### config.mk
export PLATFORM = sky130hd
export DESIGN_NAME = dmba_arbiter
export DESIGN_NICKNAME = d
export VERILOG_FILES = /design/src/dmba_pkg.sv /design/src/dmba_prio_pick.sv /design/src/dmba_arbiter.sv
export SDC_FILE = /design/constraint.sdc
export NUM_CORES = 1
export LEC_CHECK = 0
export BUFFER_PORTS_ARGS = -buffer_cell sky130_fd_sc_hd__buf_4
export CORE_MARGIN = 10
export CORE_UTILIZATION = 40
export CTS_CLUSTER_SIZE = 14
export DETAILED_ROUTE_END_ITERATION = 7
export PLACE_DENSITY = 0.85
export SLEW_MARGIN = 20
export SYNTH_ARGS = -nofsm -noshare
export SYNTH_HDL_FRONTEND = slang
export SYNTH_HIERARCHICAL = 1
export SYNTH_SLANG_ARGS = --single-unit
### constraint.sdc
create_clock -name clk_i -period 2.8 [get_ports clk_i]
set_input_delay 0.56 -clock clk_i [delete_from_list [all_inputs] [get_ports clk_i]]
set_output_delay 0.56 -clock clk_i [all_outputs]
set_load 0.1 [all_outputs]
### src/dmba_pkg.sv
// Functional notes
// - Every access to data memory, extended_data_space included, passes through this arbiter.
// - Exactly three masters may request: the processor core, the DMA controller, the debug module.
// - Coincident requests go to the highest priority; the rest stall until that access completes.
// - By default the core holds priority_slot_0, the highest of five slots.
// - The in_circuit_debug_module always holds priority_slot_4 and wins only when alone.
// - By default the DMA holds priority_slot_3; slots 1 and 2 stay empty.
// - Software writes to bus_master_priority_control raise the DMA above the core or lower it.
// - Raised masters keep their fixed order among themselves, slot 1 highest, slot 3 lowest.
// - Masters left below the core keep their original order among themselves.
// - Value 0x0000 gives core,-,-,DMA,debug; value 0x0020 gives DMA,core,-,-,debug.
// - The order may change at init or at run time and applies to later decisions.
package dmba_pkg;

    // ------------------------------------------------------------
    // Register map (byte addresses)
    // ------------------------------------------------------------
    localparam logic [7:0]  PRIO_CTRL_OFS  = 8'h58;
    localparam logic [7:0]  STATUS_OFS     = 8'h5C;
    localparam logic [15:0] PRIO_CTRL_RST  = 16'h0000;
    localparam logic [15:0] PRIO_DEFAULT   = 16'h0000;
    localparam logic [15:0] PRIO_DMA_HIGH  = 16'h0020;

    // ------------------------------------------------------------
    // Status register fields
    // ------------------------------------------------------------
    localparam int STAT_OWNER_LSB = 0;
    localparam int STAT_BUSY_BIT  = 3;
    localparam int STAT_RAISED_BIT = 4;

    // ------------------------------------------------------------
    // Masters and priority slots
    // ------------------------------------------------------------
    localparam int NUM_MASTERS = 3;
    localparam int SLOT_W      = 3;
    localparam int M_CORE      = 0;
    localparam int M_DMA       = 1;
    localparam int M_DEBUG     = 2;
    localparam logic [2:0] PRIORITY_SLOT_0 = 3'h0;
    localparam logic [2:0] PRIORITY_SLOT_1 = 3'h1;
    localparam logic [2:0] PRIORITY_SLOT_3 = 3'h3;
    localparam logic [2:0] PRIORITY_SLOT_4 = 3'h4;

    // ------------------------------------------------------------
    // Arbiter states
    // ------------------------------------------------------------
    typedef enum logic [0:0] {
        DMBA_IDLE,
        DMBA_BUSY
    } dmba_state_t;

endpackage

### src/dmba_prio_pick.sv
`timescale 1ns/10ps
// ------------------------------------------------------------
// Lowest slot number among requesters wins; ties to lower index
// ------------------------------------------------------------
module dmba_prio_pick #(
    parameter int N  = 3,
    parameter int SW = 3
) (
    input  wire logic [N-1:0]    req_i,
    input  wire logic [N*SW-1:0] slot_i,
    output logic      [N-1:0]    win_o
);

    // Elaboration guard
    generate
        if (N < 1 || SW < 1) begin : g_bad_param
            $error("dmba_prio_pick: N and SW must be at least 1");
        end
    endgenerate

    // One comparator chain per candidate; one-hot by construction
    genvar gi;
    generate
        for (gi = 0; gi < N; gi++) begin : g_cand
            logic beaten;
            always_comb begin
                beaten = 1'b0;
                for (int j = 0; j < N; j++) begin
                    if (j != gi && req_i[j]) begin
                        if (slot_i[j*SW +: SW] < slot_i[gi*SW +: SW]) begin
                            beaten = 1'b1;
                        end else if (slot_i[j*SW +: SW] == slot_i[gi*SW +: SW] && j < gi) begin
                            beaten = 1'b1;
                        end
                    end
                end
            end
            assign win_o[gi] = req_i[gi] & ~beaten;
        end
    endgenerate

endmodule

### src/dmba_arbiter.sv
// The implementer's own choice: the Wishbone slave port.
`timescale 1ns/10ps
// ------------------------------------------------------------
// Data memory bus arbiter with Wishbone register slave
// ------------------------------------------------------------
module dmba_arbiter #(
    parameter int WB_AW  = 8,
    parameter int MEM_AW = 24,
    parameter int MEM_DW = 16
) (
    input  wire logic              clk_i,
    input  wire logic              rst_i,
    // Wishbone classic slave
    input  wire logic              wb_cyc_i,
    input  wire logic              wb_stb_i,
    input  wire logic              wb_we_i,
    input  wire logic [WB_AW-1:0]  wb_adr_i,
    input  wire logic [31:0]       wb_dat_i,
    input  wire logic [3:0]        wb_sel_i,
    output logic      [31:0]       wb_dat_o,
    output logic                   wb_ack_o,
    // Processor core master
    input  wire logic              core_req_i,
    input  wire logic              core_we_i,
    input  wire logic [MEM_AW-1:0] core_addr_i,
    input  wire logic [MEM_DW-1:0] core_wdata_i,
    output logic                   core_gnt_o,
    output logic                   core_ack_o,
    // DMA controller master
    input  wire logic              dma_req_i,
    input  wire logic              dma_we_i,
    input  wire logic [MEM_AW-1:0] dma_addr_i,
    input  wire logic [MEM_DW-1:0] dma_wdata_i,
    output logic                   dma_gnt_o,
    output logic                   dma_ack_o,
    // Debug module master
    input  wire logic              dbg_req_i,
    input  wire logic              dbg_we_i,
    input  wire logic [MEM_AW-1:0] dbg_addr_i,
    input  wire logic [MEM_DW-1:0] dbg_wdata_i,
    output logic                   dbg_gnt_o,
    output logic                   dbg_ack_o,
    // Shared read data back to masters
    output logic      [MEM_DW-1:0] mst_rdata_o,
    // Data memory side
    output logic                   mem_req_o,
    output logic                   mem_we_o,
    output logic      [MEM_AW-1:0] mem_addr_o,
    output logic      [MEM_DW-1:0] mem_wdata_o,
    input  wire logic              mem_done_i,
    input  wire logic [MEM_DW-1:0] mem_rdata_i
);

    localparam int NM = dmba_pkg::NUM_MASTERS;
    localparam int SW = dmba_pkg::SLOT_W;

    // ------------------------------------------------------------
    // Elaboration checks
    // ------------------------------------------------------------
    generate
        if (WB_AW < 8) begin : g_bad_aw
            $error("dmba_arbiter: WB_AW must reach the register offsets");
        end
        if (MEM_AW < 1 || MEM_DW < 1) begin : g_bad_mem
            $error("dmba_arbiter: memory widths must be positive");
        end
        if (NM != 3 || SW < 3) begin : g_bad_slots
            $error("dmba_arbiter: three masters and five slots are wired here");
        end
    endgenerate

    // ------------------------------------------------------------
    // Helpers
    // ------------------------------------------------------------
    // Word-aligned register match, shared by read and write decode
    function automatic logic reg_hit(input logic [WB_AW-1:0] adr,
                                     input logic [7:0]       ofs);
        reg_hit = (adr[WB_AW-1:2] == (WB_AW-2)'(ofs[7:2]));
    endfunction

    // ------------------------------------------------------------
    // State
    // ------------------------------------------------------------
    logic [15:0]           prio_r;
    logic [15:0]           prio_nxt;
    logic                  wb_ack_r;
    logic                  wb_ack_nxt;
    logic [31:0]           wb_dat_r;
    logic [31:0]           wb_dat_nxt;
    dmba_pkg::dmba_state_t state_r;
    dmba_pkg::dmba_state_t state_nxt;
    logic [NM-1:0]         gnt_r;
    logic [NM-1:0]         gnt_nxt;
    logic [NM-1:0]         last_r;
    logic [NM-1:0]         last_nxt;
    logic [NM-1:0]         ack_r;
    logic [NM-1:0]         ack_nxt;
    logic                  mem_req_r;
    logic                  mem_req_nxt;
    logic                  mem_we_r;
    logic                  mem_we_nxt;
    logic [MEM_AW-1:0]     mem_addr_r;
    logic [MEM_AW-1:0]     mem_addr_nxt;
    logic [MEM_DW-1:0]     mem_wdata_r;
    logic [MEM_DW-1:0]     mem_wdata_nxt;
    logic [MEM_DW-1:0]     rdata_r;
    logic [MEM_DW-1:0]     rdata_nxt;

    logic                  dma_raised;
    logic [NM-1:0]         req_v;
    logic [NM*SW-1:0]      slots;
    logic [NM-1:0]         win;
    logic [NM-1:0]         m_we;
    logic [MEM_AW-1:0]     m_addr  [NM];
    logic [MEM_DW-1:0]     m_wdata [NM];

    // ------------------------------------------------------------
    // Master request bundles, indexed by master number
    // ------------------------------------------------------------
    // Only these three masters reach the memory
    assign req_v[dmba_pkg::M_CORE]    = core_req_i;
    assign req_v[dmba_pkg::M_DMA]     = dma_req_i;
    assign req_v[dmba_pkg::M_DEBUG]   = dbg_req_i;
    assign m_we[dmba_pkg::M_CORE]     = core_we_i;
    assign m_we[dmba_pkg::M_DMA]      = dma_we_i;
    assign m_we[dmba_pkg::M_DEBUG]    = dbg_we_i;
    assign m_addr[dmba_pkg::M_CORE]   = core_addr_i;
    assign m_addr[dmba_pkg::M_DMA]    = dma_addr_i;
    assign m_addr[dmba_pkg::M_DEBUG]  = dbg_addr_i;
    assign m_wdata[dmba_pkg::M_CORE]  = core_wdata_i;
    assign m_wdata[dmba_pkg::M_DMA]   = dma_wdata_i;
    assign m_wdata[dmba_pkg::M_DEBUG] = dbg_wdata_i;

    // ------------------------------------------------------------
    // Priority slot map from the control register
    // ------------------------------------------------------------
    // Anything but the raise value keeps the default order
    // Reserved values still read back exactly as software wrote them
    assign dma_raised = (prio_r == dmba_pkg::PRIO_DMA_HIGH);

    always_comb begin
        slots = '0;
        if (dma_raised) begin
            slots[dmba_pkg::M_DMA*SW +: SW]  = dmba_pkg::PRIORITY_SLOT_0;
            slots[dmba_pkg::M_CORE*SW +: SW] = dmba_pkg::PRIORITY_SLOT_1;
        end else begin
            slots[dmba_pkg::M_CORE*SW +: SW] = dmba_pkg::PRIORITY_SLOT_0;
            slots[dmba_pkg::M_DMA*SW +: SW]  = dmba_pkg::PRIORITY_SLOT_3;
        end
        slots[dmba_pkg::M_DEBUG*SW +: SW] = dmba_pkg::PRIORITY_SLOT_4;
    end

    // ------------------------------------------------------------
    // Winner selection
    // ------------------------------------------------------------
    // Last owner is masked for one cycle while it sees its ack,
    // so it cannot win again before it drops its request
    dmba_prio_pick #(
        .N  (NM),
        .SW (SW)
    ) u_pick (
        .req_i  (req_v & ~last_r),
        .slot_i (slots),
        .win_o  (win)
    );

    // ------------------------------------------------------------
    // Wishbone register slave: next values
    // ------------------------------------------------------------
    // Ack one cycle after the strobe; write lands on the ack edge
    always_comb begin
        prio_nxt   = prio_r;
        wb_dat_nxt = wb_dat_r;
        wb_ack_nxt = wb_cyc_i & wb_stb_i & ~wb_ack_r;
        if (wb_cyc_i && wb_stb_i && wb_ack_r && wb_we_i &&
            reg_hit(wb_adr_i, dmba_pkg::PRIO_CTRL_OFS)) begin
            if (wb_sel_i[0]) begin
                prio_nxt[7:0] = wb_dat_i[7:0];
            end
            if (wb_sel_i[1]) begin
                prio_nxt[15:8] = wb_dat_i[15:8];
            end
        end
        // Read data latched at the take edge so it stands with ack
        if (wb_ack_nxt) begin
            wb_dat_nxt = 32'h0000_0000; // Unmapped reads give zero
            if (reg_hit(wb_adr_i, dmba_pkg::PRIO_CTRL_OFS)) begin
                wb_dat_nxt[15:0] = prio_r;
            end else if (reg_hit(wb_adr_i, dmba_pkg::STATUS_OFS)) begin
                wb_dat_nxt[dmba_pkg::STAT_OWNER_LSB +: NM] = gnt_r;
                wb_dat_nxt[dmba_pkg::STAT_BUSY_BIT]         = (state_r == dmba_pkg::DMBA_BUSY);
                wb_dat_nxt[dmba_pkg::STAT_RAISED_BIT]       = dma_raised;
            end
        end
    end

    // Wishbone register slave: registers
    always_ff @(posedge clk_i) begin
        if (rst_i) begin
            prio_r   <= dmba_pkg::PRIO_CTRL_RST;
            wb_ack_r <= 1'b0;
            wb_dat_r <= 32'h0000_0000;
        end else begin
            prio_r   <= prio_nxt;
            wb_ack_r <= wb_ack_nxt;
            wb_dat_r <= wb_dat_nxt;
        end
    end

    // ------------------------------------------------------------
    // Arbiter sequencing: next values
    // ------------------------------------------------------------
    // Grant is held for the whole access, so losers simply wait;
    // priority is re-read at every decision, never mid-access
    always_comb begin
        state_nxt     = state_r;
        gnt_nxt       = gnt_r;
        last_nxt      = '0;
        ack_nxt       = '0;
        mem_req_nxt   = mem_req_r;
        mem_we_nxt    = mem_we_r;
        mem_addr_nxt  = mem_addr_r;
        mem_wdata_nxt = mem_wdata_r;
        rdata_nxt     = rdata_r;
        case (state_r)
            dmba_pkg::DMBA_IDLE: begin
                if (|win) begin
                    // Lone or winning requester goes straight out
                    state_nxt   = dmba_pkg::DMBA_BUSY;
                    gnt_nxt     = win;
                    mem_req_nxt = 1'b1;
                    for (int i = 0; i < NM; i++) begin
                        if (win[i]) begin
                            mem_we_nxt    = m_we[i];
                            mem_addr_nxt  = m_addr[i];
                            mem_wdata_nxt = m_wdata[i];
                        end
                    end
                end
            end
            dmba_pkg::DMBA_BUSY: begin
                if (mem_done_i) begin
                    // Access complete: release, ack owner, then re-arbitrate
                    state_nxt   = dmba_pkg::DMBA_IDLE;
                    ack_nxt     = gnt_r;
                    last_nxt    = gnt_r;
                    gnt_nxt     = '0;
                    mem_req_nxt = 1'b0;
                    rdata_nxt   = mem_rdata_i;
                end
            end
            default: begin
                state_nxt   = dmba_pkg::DMBA_IDLE;
                gnt_nxt     = '0;
                mem_req_nxt = 1'b0;
            end
        endcase
    end

    // Arbiter sequencing: registers
    // Memory fields keep their last values between accesses
    always_ff @(posedge clk_i) begin
        if (rst_i) begin
            state_r     <= dmba_pkg::DMBA_IDLE;
            gnt_r       <= '0;
            last_r      <= '0;
            ack_r       <= '0;
            mem_req_r   <= 1'b0;
            mem_we_r    <= 1'b0;
            mem_addr_r  <= '0;
            mem_wdata_r <= '0;
            rdata_r     <= '0;
        end else begin
            state_r     <= state_nxt;
            gnt_r       <= gnt_nxt;
            last_r      <= last_nxt;
            ack_r       <= ack_nxt;
            mem_req_r   <= mem_req_nxt;
            mem_we_r    <= mem_we_nxt;
            mem_addr_r  <= mem_addr_nxt;
            mem_wdata_r <= mem_wdata_nxt;
            rdata_r     <= rdata_nxt;
        end
    end

    // ------------------------------------------------------------
    // Outputs, all straight from flip-flops
    // ------------------------------------------------------------
    assign wb_ack_o    = wb_ack_r;
    assign wb_dat_o    = wb_dat_r;
    // Grant and ack vectors split back into per-master pins
    assign core_gnt_o  = gnt_r[dmba_pkg::M_CORE];
    assign dma_gnt_o   = gnt_r[dmba_pkg::M_DMA];
    assign dbg_gnt_o   = gnt_r[dmba_pkg::M_DEBUG];
    assign core_ack_o  = ack_r[dmba_pkg::M_CORE];
    assign dma_ack_o   = ack_r[dmba_pkg::M_DMA];
    assign dbg_ack_o   = ack_r[dmba_pkg::M_DEBUG];
    assign mst_rdata_o = rdata_r;
    assign mem_req_o   = mem_req_r;
    assign mem_we_o    = mem_we_r;
    assign mem_addr_o  = mem_addr_r;
    assign mem_wdata_o = mem_wdata_r;

endmodule

Word-level counts from Yosys, hierarchy flattened
Index checks and enable logic that the tools add are counted.
- $lt $le $gt $ge: 6
- eq/ne operators: 8
- mux-type cells: 37
- bitwise logic cells: 13
- reduce and logical (&&, ||, !) cells: 12
- operator list (kind ; number):
    2-to-1 mux 24 bit ; 3
    2-to-1 mux 16 bit ; 3
    2-to-1 mux 1 bit ; 22
    equality test 16 x 6 -> 1 bit, second input constant ; 1
    2-to-1 mux 5 bit ; 3
    equality test 6 x 5 -> 1 bit, second input constant ; 2
    2-to-1 mux 11 bit ; 1
    AND reduction 2 bit ; 4
    2-to-1 mux 3 bit ; 2
    inverter 1 bit ; 6
    case mux 3 bit (2 select lines) ; 1
    OR reduction 3 bit ; 2
    AND 1 bit ; 5
    logical AND 1 bit ; 4
    inequality test 2 bit, second input constant ; 2
    case mux 1 bit (2 select lines) ; 2
    AND 3 bit ; 1
    equality test 2 x 3 -> 1 bit, second input constant ; 1
    equality test 3 x 2 -> 1 bit ; 1
    equality test 3 bit, second input constant ; 1
    < comparator 2 x 3 -> 1 bit ; 1
    < comparator 2 x 3 -> 1 bit, second input constant ; 1
    < comparator 3 x 2 -> 1 bit ; 1
    < comparator 3 x 2 -> 1 bit, first input constant ; 1
    other kinds (5) ; 5
- bits in registers: 98

Logic depth before layout (Yosys ltp)
Gate-level depths: netlist of the first run.
- depth after elaboration: 14
- depth in mapped cells: 16
- gate-level depth less buffers: 13

Hierarchy
The synthesis of the first run kept the hierarchy.
- by module, submodules not included (module ; times used ; cells each ; area each (um^2)):
    dmba_arbiter ; 1 ; 600 ; 4600.7
    dmba_prio_pick ; 1 ; 35 ; 266.5

Worst setup path before layout of the first run
Ideal clock, no wire load.
- path type: register -> register
- start: register prio_r[3]
- end: register mem_addr_r[0], in the netlist mem_addr_o[0]
- data arrival time: 2435 ps
- data required time: 2668 ps
- path slack: 233 ps
- stages on the path, launching flop included: 17
- clock period less this slack: 2567 ps
- cell sequence: dfxtp_1 nor4b_1 and4_1 inv_1 inv_1 ha_1 nor2b_1 o21a_1 o21ai_2 a221oi_2 buf_2 nor3_2 or2_1 buf_6 buf_6 nand2_1 a21oi_1
- elaborated cells on any way between the ends: 37
- classes of those cells: 6 x order compare; 4 x eq/ne; 18 x mux; 6 x bitwise; 3 x reduce/logical
- RTL lines (element ; RTL line ; source):
    from (decl) ; dmba_arbiter.sv:84 ; logic [15:0] prio_r;
    from (signal assigned) ; dmba_arbiter.sv:200 ; prio_r <= dmba_pkg::PRIO_CTRL_RST;
    from (signal assigned) ; dmba_arbiter.sv:204 ; prio_r <= prio_nxt;
    equality test 16 x 6 -> 1 bit (*) ; dmba_arbiter.sv:139 ; assign dma_raised = (prio_r == dmba_pkg::PRIO_DMA_HIGH);
    net dma_raised ; dmba_arbiter.sv:109 ; logic dma_raised;
    2-to-1 mux 5 bit (*) ; dmba_arbiter.sv:143 ; if (dma_raised) begin
    net slots[3] ; dmba_arbiter.sv:111 ; logic [NM*SW-1:0] slots;
    branches (longest 5 deep; another with < comparator 3 x 2 -> 1 bit) ; -- ;
    2-to-1 mux 1 bit (*) ; dmba_prio_pick.sv:29 ; if (j != gi && req_i[j]) begin
    inverter 1 bit (*) ; dmba_prio_pick.sv:38 ; assign win_o[gi] = req_i[gi] & ~beaten;
    AND 1 bit (*) ; dmba_prio_pick.sv:38 ;
    net win[1] ; dmba_arbiter.sv:112 ; logic [NM-1:0] win;
    nonzero test 3 bit (no source line), or another cell as far along ; -- ;
    AND reduction 3 bit (no source line) or 2-to-1 mux 24 bit (tied branches) ; -- ;
    to (signal assigned) ; dmba_arbiter.sv:280 ; mem_addr_r <= mem_addr_nxt;
    to (decl) ; dmba_arbiter.sv:102 ; logic [MEM_AW-1:0] mem_addr_r;
Mark *: on every way through the listed nets, which the timed path passes.
A chain may end at the register's enable or synchronous reset.

Worst setup path in the final report of the first run
- start: register prio_r[9]
- end: register mem_wdata_r[8], in the netlist mem_wdata_o[8]
- elaborated cells on any way between the ends: 37
- classes of those cells: 6 x order compare; 4 x eq/ne; 18 x mux; 6 x bitwise; 3 x reduce/logical
- RTL lines (element ; RTL line ; source):
    equality test 16 x 6 -> 1 bit (*) ; dmba_arbiter.sv:139 ;
    net dma_raised ; dmba_arbiter.sv:109 ;
    2-to-1 mux 5 bit (*) ; dmba_arbiter.sv:143 ;
    net slots[3] ; dmba_arbiter.sv:111 ;
    < comparator 2 x 3 -> 1 bit (*) ; dmba_prio_pick.sv:30 ; if (slot_i[j*SW +: SW] < slot_i[gi*SW +: SW]) begin
    2-to-1 mux 1 bit (*) ; dmba_prio_pick.sv:30 ;
    2-to-1 mux 1 bit (*) ; dmba_prio_pick.sv:29 ;
    2-to-1 mux 1 bit ; dmba_prio_pick.sv:30 ;
    2-to-1 mux 1 bit (*) ; dmba_prio_pick.sv:29 ;
    inverter 1 bit (*) ; dmba_prio_pick.sv:38 ;
    AND 1 bit (*) ; dmba_prio_pick.sv:38 ;
    net win[0] ; dmba_arbiter.sv:112 ;
    nonzero test 3 bit (no source line) or OR reduction 3 bit (tied branches) ; -- ;
    AND reduction 3 bit (no source line) (*) ; -- ;
    to (signal assigned) ; dmba_arbiter.sv:281 ; mem_wdata_r <= mem_wdata_nxt;
    to (decl) ; dmba_arbiter.sv:104 ; logic [MEM_DW-1:0] mem_wdata_r;
The timed path passes the listed nets; every way through them passes the cells marked *.

==> flow_metrics.py, run 1 <==
metrics = {
    "clock_network": {
        "numCtsBuffers": 9,
        "path_clk_slew_ps": 70,
        "clk_latency_ps": 340,
        "cts-root-buf": "clkbuf_16",
        "cts.sink_count": 98,
        "cts_tree": "done",
        "ctsHoldBuffers": 0,
        "htreeDepth": 3,
        "clk_path_buf_depth": 2,
    },
    "cells_and_area": {
        "final_cells": 1053,
        "mostFrequentLayoutCells": "buf_4, nand2_1, dfxtp_1, a21oi_1, o21ai_0",
        "num-nets-final": 1102,
        "drive_gt1_frac": 0.406,
        "area_growth_syn_to_layout_pct": 58.1,
        "layout_commonest_cell": "buf_4",
        "diodes": 0,
        "design_area_um2": 7700,
    },
    "logic_synthesis": {
        "ys_async_sr_fraction": 0,
        "synth_edf_count": 0,
        "synth_seq_cells": 98,
        "synthDistinctLibCells": 39,
        "avgSynthCellArea_um2": 7.66,
        "seq_area_frac_synth": 0.403,
        "synth.top_cell.area_share": 0.403,
        "netlist_instances": 635,
        "synth_area_leader_cell": "dfxtp_1",
        "syn_area_um2": 4870,
        "yosys_warnings": 6,
        "synthTopCellsByArea": "dfxtp_1, nand2_1, a21oi_1, mux2i_1, o21ai_0",
        "synthFlopType": "dfxtp_1",
    },
    "global_route": {
        "grt_pass1_wl_um": 25300,
        "grt_start_max_net_pins": 63,
        "track_usage": 0.187,
        "grt_pass1_vias": 5026,
        "antenna_found_initial": 0,
        "grt_remaining_overflow": 0,
    },
    "critical_path": {
        "worstSetupStartpointType": "register",
        "crit_chain": "nor4_4, and4_4, inv_4, inv_2, ha_4, nor2b_4, o21a_1, o21ai_2, buf_4, o211a_4, nor3_4, buf_6, nor2_4, buf_12, clkbuf_16, nand2_1, a21oi_1",
        "crit_fanout": 8,
        "slowest_stage": "dfxtp_2",
        "cp.arrival_ps": 3040,
        "ff2ff_setup_slack_ps": -40,
        "critPathRequiredTime_ps": 3000,
        "cp_slowest_stage_delay_ps": 340,
        "crit_type": "reg -> reg",
        "rr_worst_depth": 17,
        "cp-end-kind": "register",
    },
    "sta": {
        "worst_slew_pin_slew_ps": 798,
        "setup_tns_ps": -908,
        "finalClockSkew_ps": 6.60,
        "setup_viol": 38,
        "worst_slack_ps": -44.6,
        "rsz0062_at_grt": "yes",
        "slew_violations": 0,
        "max-slew-margin-rel": 0.467,
        "post-route-min-period_ps": 2840,
        "clock.fmax_ghz": 0.352,
        "post-route-period-util": 1.02,
        "finalHoldViolCount": 0,
    },
    "detailed_routing": {
        "routed_wl_um": 18100,
        "drtAntennaViolNets": 0,
        "drcViolationCount": 0,
        "via_count": 5217,
        "drt_iter0_drc": 343,
        "routedWlPerCell_um": 17.2,
        "viasPerCell": 4.95,
        "drt-pass1-iter-count": 4,
    },
    "power": {
        "share_comb_of_total_power": 0.385,
        "p_seq_frac": 0.335,
        "max-vdd-ir-drop_mv": 0.506,
        "intPower_mw": 2.79,
        "powerDensity_nw_per_um2": 597,
        "fin_total_pwr_mw": 4.60,
        "leakagePower_nw": 3.42,
        "p_clk_frac": 0.280,
        "p_switching_mw": 1.80,
        "sw_frac_of_total": 0.393,
    },
    "die": {
        "pin_count": 289,
        "fp.dieH_um": 130,
        "core_um2": 12000,
        "die_w_um": 130,
        "rows": 40,
        "die-area_um2": 17000,
        "start_util": 0.407,
    },
    "place": {
        "place_area_um2": 6940,
        "gp_congestion": 0.866,
        "pre_cts_slack_ps": -214,
        "hpwlAfterDp_um": 13100,
        "numPortBuffers": 252,
        "dpl.cell_count": 1022,
    },
    "outcome": {
        "violations": "negative setup slack",
        "status": "finished with violations",
    },
    "worst_hold_path": {
        "hold_path_depth": 2,
        "hold_path.class": "reg -> reg",
    },
    "job": {
        "drv_cap": 0,
    },
}
[Yosys cell counts, types with 2 or more instances]
library cell / count
buf_6: 6
nor2b_1: 4
dfxtp_1: 98
nor2_1: 7
clkbuf_1: 23
buf_2: 14
nor3b_1: 3
and2_1: 2
mux2i_1: 41
nor4_1: 3
nand2_1: 174
conb_1: 2
nand3_1: 37
inv_1: 13
and4_1: 3
mux2_2: 4
o21ai_0: 60
buf_4: 20
a21oi_1: 91
a32oi_1: 3
ha_1: 9
[sequential cells by signal, summed over array words and instances (netlist names)]
signal / cells
mem_addr_o: 24
mem_wdata_o: 16
mst_rdata_o: 16
prio_r: 16
wb_dat_o: 16
ack_r: 3
gnt_r: 3
mem_req_o: 1
mem_we_o: 1
state_r: 1
wb_ack_o: 1
[final timing paths]
path             startpoint        endpoint
max               prio_r[9]  mem_wdata_o[8]
min          mem_addr_o[22]  mem_addr_o[22]
max reg2reg       prio_r[9]  mem_wdata_o[8]
min reg2reg  mem_addr_o[22]  mem_addr_o[22]
[cells by family (layout without fill, tap and decap cells)]
kind of cell,after synthesis,in the layout,synth area share
buffers and inverters,77,324,0.0884
AND/OR/NAND/NOR,243,243,0.215
adder cells (fa/ha/maj),9,9,0.0231
multiplexers,45,45,0.0936
flip-flops,98,98,0.403
other,2,26,0.00154
AO/OA/AOI/OAI,161,161,0.175
[per-layer routing]
layer  vias up  routed length [um]  track usage
li1       2641                   -            -
met1      2395                7050        0.203
met2       173                9500        0.341
met3         8                1390       0.0673
met4         0                 136       0.0384
met5         -                   0            0
[area by class of cell]
| cell class | count | area (um2) |
|---|---|---|
| Tap cell | 147 | 184 |
| Clock inverter | 5 | 60.1 |
| Fill cell | 1034 | 4270 |
| Inverter | 13 | 51.3 |
| Timing Repair Buffer | 295 | 2430 |
| Clock buffer | 11 | 253 |
| Sequential cell | 98 | 1960 |
| Multi-Input combinational cell | 484 | 2750 |
[per-stage QoR]
stage | hold WS, ps | utilization
2_1_floorplan | 453 | -
3_3_place_gp | 439 | 0.581
3_5_place_dp | 444 | 0.581
4_1_cts | 446 | 0.610
5_1_grt | 445 | 0.643
6_report | 452 | 0.643
[power groups by stage]
stage	Combinational (mW)	Sequential (mW)	Clock (mW)
3_3_place_gp	1.57	1.56	0
5_1_grt	1.87	1.55	1.37
3_5_place_dp	1.59	1.57	0
4_1_cts	1.60	1.54	1.32
2_1_floorplan	0.520	2.20	0
6_report	1.77	1.54	1.29
[timing repair]
item	4_1_cts	5_1_grt
endpoints found under the setup margin	46	46
pin swaps	3	16
cloned	0	9
setup buffers	1	6
resized for setup	6	57
[critical path: cells and delay by family (launching register included)]
| kind | cells | cell delay, ps |
|---|---|---|
| AND/OR/NAND/NOR | 6 | 1020 |
| buffers and inverters | 6 | 700 |
| AO/OA/AOI/OAI | 4 | 530 |
| flip-flops | 1 | 340 |
| adder cells (fa/ha/maj) | 1 | 120 |
Power figures use the tool's default switching activity.
==> run 2: changes to the inputs <==
- PLACE_DENSITY: 0.85 -> 0.72
==> run 2 against run 1 <==
  * The run still ends with negative setup slack left
  * Global-route usage is 0.54 points higher
  * Die area stayed put
  * Clock-buffer cell count is 1 lower
  * Via count is 3.8% lower
  * Critical endpoint is now mem_addr_o[16]
  * Largest cell class unchanged
  * Largest power group unchanged
==> flow_metrics.py, run 2 (synthesis gave the netlist of run 1 again) <==
metrics = {
    "critical_path": {
        "critPathTopFamily": "simple AND/OR/NAND/NOR gates",
        "ff2ff_setup_slack_ps": -10,
        "cp_num_buf_inv": 4,
        "rr_worst_depth": 15,
        "reg2reg_to": "mem_addr_o[16]",
        "worstSetupStartpointType": "register",
        "rr_startpoint": "prio_r[9]",
        "cp-end-kind": "register",
        "slowest_stage": "dfxtp_2",
        "crit_type": "reg -> reg",
        "cp_slowest_stage_delay_ps": 340,
        "crit_chain": "nor4_4, and4_4, inv_4, inv_4, ha_4, nor2b_1, o21a_1, o21ai_2, a221oi_4, buf_6, buf_12, mux2i_1, o21ai_0, nand2_1, a21oi_1",
        "cp.arrival_ps": 3040,
        "crit_fanout": 8,
        "critPathRequiredTime_ps": 3020,
        "crit_top_cell": "inv_4",
    },
    "die": {
        "core_um2": 12000,
        "rows": 40,
        "start_util": 0.407,
        "pin_count": 289,
        "die-area_um2": 17000,
        "fp.dieH_um": 130,
        "die_w_um": 130,
    },
    "global_route": {
        "grt_pass1_vias": 4910,
        "antenna_found_initial": 0,
        "grt_start_max_net_pins": 77,
        "grt_remaining_overflow": 0,
        "track_usage": 0.193,
        "grt_pass1_wl_um": 25800,
    },
    "detailed_routing": {
        "drt_iter0_drc": 364,
        "wl_met3_um": 1360,
        "wl_met1_um": 7020,
        "routedWlPerCell_um": 16.6,
        "via_count": 5018,
        "top_layer": "met4",
        "wl_met2_um": 8610,
        "routed_wl_um": 17300,
        "drcViolationCount": 0,
        "drt-pass1-iter-count": 4,
        "viasPerCell": 4.83,
        "drtAntennaViolNets": 0,
    },
    "worst_hold_path": {
        "hold_path.class": "reg -> reg",
        "holdCritStartpoint": "wb_dat_o[14]",
        "hold_path_depth": 2,
        "whs_endpoint": "wb_dat_o[14]",
    },
    "power": {
        "leakagePower_nw": 3.30,
        "powerDensity_nw_per_um2": 594,
        "fin_total_pwr_mw": 4.42,
        "max-vdd-ir-drop_mv": 0.408,
    },
    "sta": {
        "whs_ps": 453,
        "finalClockSkew_ps": 7.70,
        "finalHoldViolCount": 0,
        "rsz0062_at_grt": "yes",
        "post-route-period-util": 1.01,
        "post-route-min-period_ps": 2810,
        "slew_violations": 0,
        "max-slew-margin-rel": 0.451,
        "setup_viol": 5,
        "clock.fmax_ghz": 0.355,
        "worst_slack_ps": -14.3,
        "worst_slew_pin_slew_ps": 821,
    },
    "outcome": {
        "violations": "negative setup slack",
        "status": "finished with violations",
    },
    "place": {
        "hpwlAfterDp_um": 13200,
        "numPortBuffers": 252,
        "gp_congestion": 0.826,
    },
    "cells_and_area": {
        "largest_reg_flops": 24,
        "diodes": 0,
        "area_growth_syn_to_layout_pct": 52.8,
        "mostFrequentLayoutCells": "buf_4, nand2_1, dfxtp_1, a21oi_1, o21ai_0",
        "num-nets-final": 1089,
        "drive_gt1_frac": 0.366,
        "fill_cells": 1111,
        "utilization": 0.622,
        "layout_commonest_cell": "buf_4",
    },
    "clock_network": {
        "cts.sink_count": 98,
        "numCtsBuffers": 9,
        "clk_latency_ps": 340,
        "ctsHoldBuffers": 0,
        "cts_tree": "done",
        "cts-root-buf": "clkbuf_16",
        "path_clk_slew_ps": 70,
        "htreeDepth": 3,
        "clk_path_buf_depth": 2,
    },
    "job": {
        "drv_cap": 0,
    },
}
## run 2: layer usage
metal,vias up,track usage
met4,0,0.0542
li1,2615,-
met2,146,0.325
met1,2237,0.224
met3,20,0.0694
met5,-,0
## run 2: what timing repair did
item,4_1_cts,5_1_grt
endpoints found under the setup margin,46,43
setup buffers,2,1
resized for setup,8,27
pin swaps,4,12
gates cloned,2,2
## run 2: worst max path at each step
stage,start,end,slack (ps),depth (start not counted)
floorplan,prio_r[3],mem_addr_o[0],230,16
global placement,prio_r[9],mem_addr_o[21],-60,14
detailed placement,prio_r[9],mem_addr_o[20],-120,14
CTS,prio_r[14],mem_wdata_o[15],-40,15
global route,prio_r[9],mem_wdata_o[13],-190,15
finish,prio_r[9],mem_addr_o[16],-10,15
## run 2: where the power goes
part | internal, mW | switching [mW] | leakage (nW)
sequential | 1.49 | 0.0522 | 0.799
clock | 0.695 | 0.537 | 0.135
combinational | 0.492 | 1.16 | 2.37
total | 2.67 | 1.75 | 3.30
## run 2: worst reg2reg max path, delay by kind of cell (launching register included)
family,cells,cell delay [ps]
DFF,1,340
AOI/OAI and AO/OA,5,740
and+or+nand+nor,4,780
adders and majority gates,1,120
buffers and inverters,4,490
muxes,1,240
## run 2: layout make-up
class	instances	area, um2	share of cell area
Timing Repair Buffer	282	2270	0.305
Tap cell	147	184	0.0247
Clock buffer	10	229	0.0308
Multi-Input combinational cell	484	2670	0.359
Sequential cell	98	1960	0.264
Inverter	13	53.8	0.00724
Clock inverter	6	66.3	0.00892
## run 2: per-stage QoR
step / setup slack, ps / TNS (ps) / area, um2 / std cells
3_5_place_dp: -118 / -3530 / 6910 / 1017
4_1_cts: -37.0 / -169 / 7290 / 1037
6_report: -14.3 / -45.7 / 7430 / 1040
5_1_grt: -188 / -6360 / 7430 / 1040
2_1_floorplan: 233 / 0 / 4960 / 659
3_3_place_gp: -55.8 / -1380 / 6910 / 1017
==> run 3: changes to the inputs <==
- SETUP_SLACK_MARGIN: unset -> 0.3
==> run 3 against run 2 <==
  * Highest routed layer unchanged
  * Via count increased by 3.9%
  * Sequential share of layout area shrank 0.79 points
  * Cell count up 1.5%
  * Clock-buffer cell count is 1 lower
  * Global-route usage is 0.13 points lower
  * First-iteration DRC count down 40%
  * Hold slack got worse by 3.6 ps
  * Clock skew barely moved
  * Clock power about the same
  * The flow now finishes without violations
  * Largest cell class unchanged
  * Maximum frequency grew 1.6%
  * Wire length up 2.7%
==> flow_metrics.py, run 3 (synthesis gave the netlist of run 1 again) <==
metrics = {
    "die": {
        "core_um2": 12000,
        "pin_count": 289,
        "die-area_um2": 17000,
        "rows": 40,
        "start_util": 0.407,
        "die_w_um": 130,
        "fp.dieH_um": 130,
    },
    "detailed_routing": {
        "drt_iter0_drc": 217,
        "viasPerCell": 4.94,
        "drtAntennaViolNets": 0,
        "drcViolationCount": 0,
        "routedWlPerCell_um": 16.8,
        "via_count": 5215,
        "drt-pass1-iter-count": 4,
        "routed_wl_um": 17700,
    },
    "sta": {
        "finalHoldViolCount": 0,
        "clock.fmax_ghz": 0.361,
        "setup_viol": 0,
        "setup_tns_ps": 0,
        "rsz0062_at_grt": "yes",
        "slew_violations": 0,
        "post-route-period-util": 0.989,
        "worst_slew_pin_slew_ps": 840,
        "post-route-min-period_ps": 2770,
        "finalClockSkew_ps": 7.37,
        "max-slew-margin-rel": 0.439,
    },
    "clock_network": {
        "cts-root-buf": "clkbuf_16",
        "htreeDepth": 3,
        "ctsHoldBuffers": 0,
        "path_clk_slew_ps": 70,
        "clk_latency_ps": 340,
        "cts_tree": "done",
        "numCtsBuffers": 9,
        "clk_path_buf_depth": 2,
        "cts.sink_count": 98,
    },
    "global_route": {
        "grt_pass1_vias": 5092,
        "antenna_found_initial": 0,
        "grt_pass1_wl_um": 25700,
        "track_usage": 0.191,
        "grt_start_max_net_pins": 79,
        "grt_remaining_overflow": 0,
    },
    "cells_and_area": {
        "num-nets-final": 1105,
        "mostFrequentLayoutCells": "buf_4, nand2_1, dfxtp_1, a21oi_1, o21ai_0",
        "largest_reg_flops": 24,
        "area_growth_syn_to_layout_pct": 57.7,
        "diodes": 0,
        "drive_gt1_frac": 0.384,
        "layout_commonest_cell": "buf_4",
        "fill_cells": 1116,
    },
    "power": {
        "fin_total_pwr_mw": 4.53,
        "leakagePower_nw": 3.43,
        "max-vdd-ir-drop_mv": 0.386,
        "powerDensity_nw_per_um2": 590,
    },
    "place": {
        "gp_congestion": 0.826,
        "numPortBuffers": 252,
        "hpwlAfterDp_um": 13300,
    },
    "worst_hold_path": {
        "whs_endpoint": "wb_dat_o[0]",
        "hold_path_depth": 2,
        "hold_path.class": "reg -> reg",
        "holdCritStartpoint": "wb_dat_o[0]",
    },
    "critical_path": {
        "ff2ff_setup_slack_ps": 30,
        "cp.arrival_ps": 3030,
        "cp-end-kind": "register",
        "worstSetupStartpointType": "register",
        "crit_fanout": 5,
        "crit_type": "reg -> reg",
        "reg2reg_to": "mem_addr_o[5]",
        "rr_worst_depth": 16,
        "rr_startpoint": "prio_r[12]",
        "critPathRequiredTime_ps": 3060,
    },
    "job": {
        "drv_cap": 0,
    },
    "outcome": {
        "status": "complete, no violations",
    },
}
[run 3: cell count changes in the layout (fill, tap and decap cells not counted), sizes merged]
cell      delta
buf         +14
clkinv       +2
clkinvlp     -2
clkbuf       +1
inv          +1
[run 3: timing repair]
action                                  in CTS  in global routing
endpoints found under the setup margin      46                 46
pin swaps                                    8                 12
buffers inserted                             3                  5
gates cloned                                 1                  6
gates resized for setup                      7                 34
[run 3: cell type report]
type	instances	area (um2)	share of cell area
clock buffer	9	225	0.0293
clock inverter	7	77.6	0.0101
inverter	13	53.8	0.00701
multi-input combinational	484	2710	0.353
sequential	98	1970	0.256
tap	147	184	0.0240
timing repair buffer	298	2460	0.321
[run 3: worst max path at each step]
| stage | end | slack (ps) | cells after the start | startpoint |
|---|---|---|---|---|
| after floorplan | mem_addr_o[0] | 220 | 16 | prio_r[9] |
| after global placement | mem_addr_o[22] | -40 | 13 | prio_r[9] |
| after detailed placement | mem_addr_o[19] | -80 | 13 | prio_r[15] |
| after CTS | mem_addr_o[22] | -30 | 14 | prio_r[15] |
| after global routing | mem_addr_o[5] | -110 | 16 | prio_r[0] |
| final | mem_addr_o[5] | 30 | 16 | prio_r[12] |
[run 3: metrics by stage]
stage           util  setup WS [ps]  hold slack [ps]  instance area, um2  cells
2_1_floorplan      -            219              453                4980    659
5_1_grt        0.642           -113              457                7670   1056
3_3_place_gp   0.586          -36.8              440                7010   1025
6_report       0.642           30.1              449                7670   1056
3_5_place_dp   0.586          -82.9              445                7010   1025
4_1_cts        0.617          -30.0              453                7380   1045
[run 3: power by group]
group	leakage (nW)	internal [mW]	switching [mW]
logic	2.48	0.555	1.19
clock network	0.146	0.701	0.548
registers	0.800	1.49	0.0518
total	3.43	2.74	1.79
[run 3: per-layer routing]
layer,wire length [um],part of all wire,track usage
met5,0,0,0
met4,178,0.010,0.0403
met3,1190,0.067,0.0645
met2,9470,0.53,0.356
met1,6880,0.39,0.204
[run 3: critical path, cell delays in order (launching register included)]
cell       delay [ps]
dfxtp_2           340
nor4_4            270
and4_4            290
inv_1              60
ha_2              180
nor2b_4            90
o21a_1            120
o21ai_2            90
a221oi_4          270
buf_6             170
nor3_2             60
buf_4             140
nor2_4            140
buf_12            150
clkbuf_16         140
nand2_1            50
a21oi_1           140
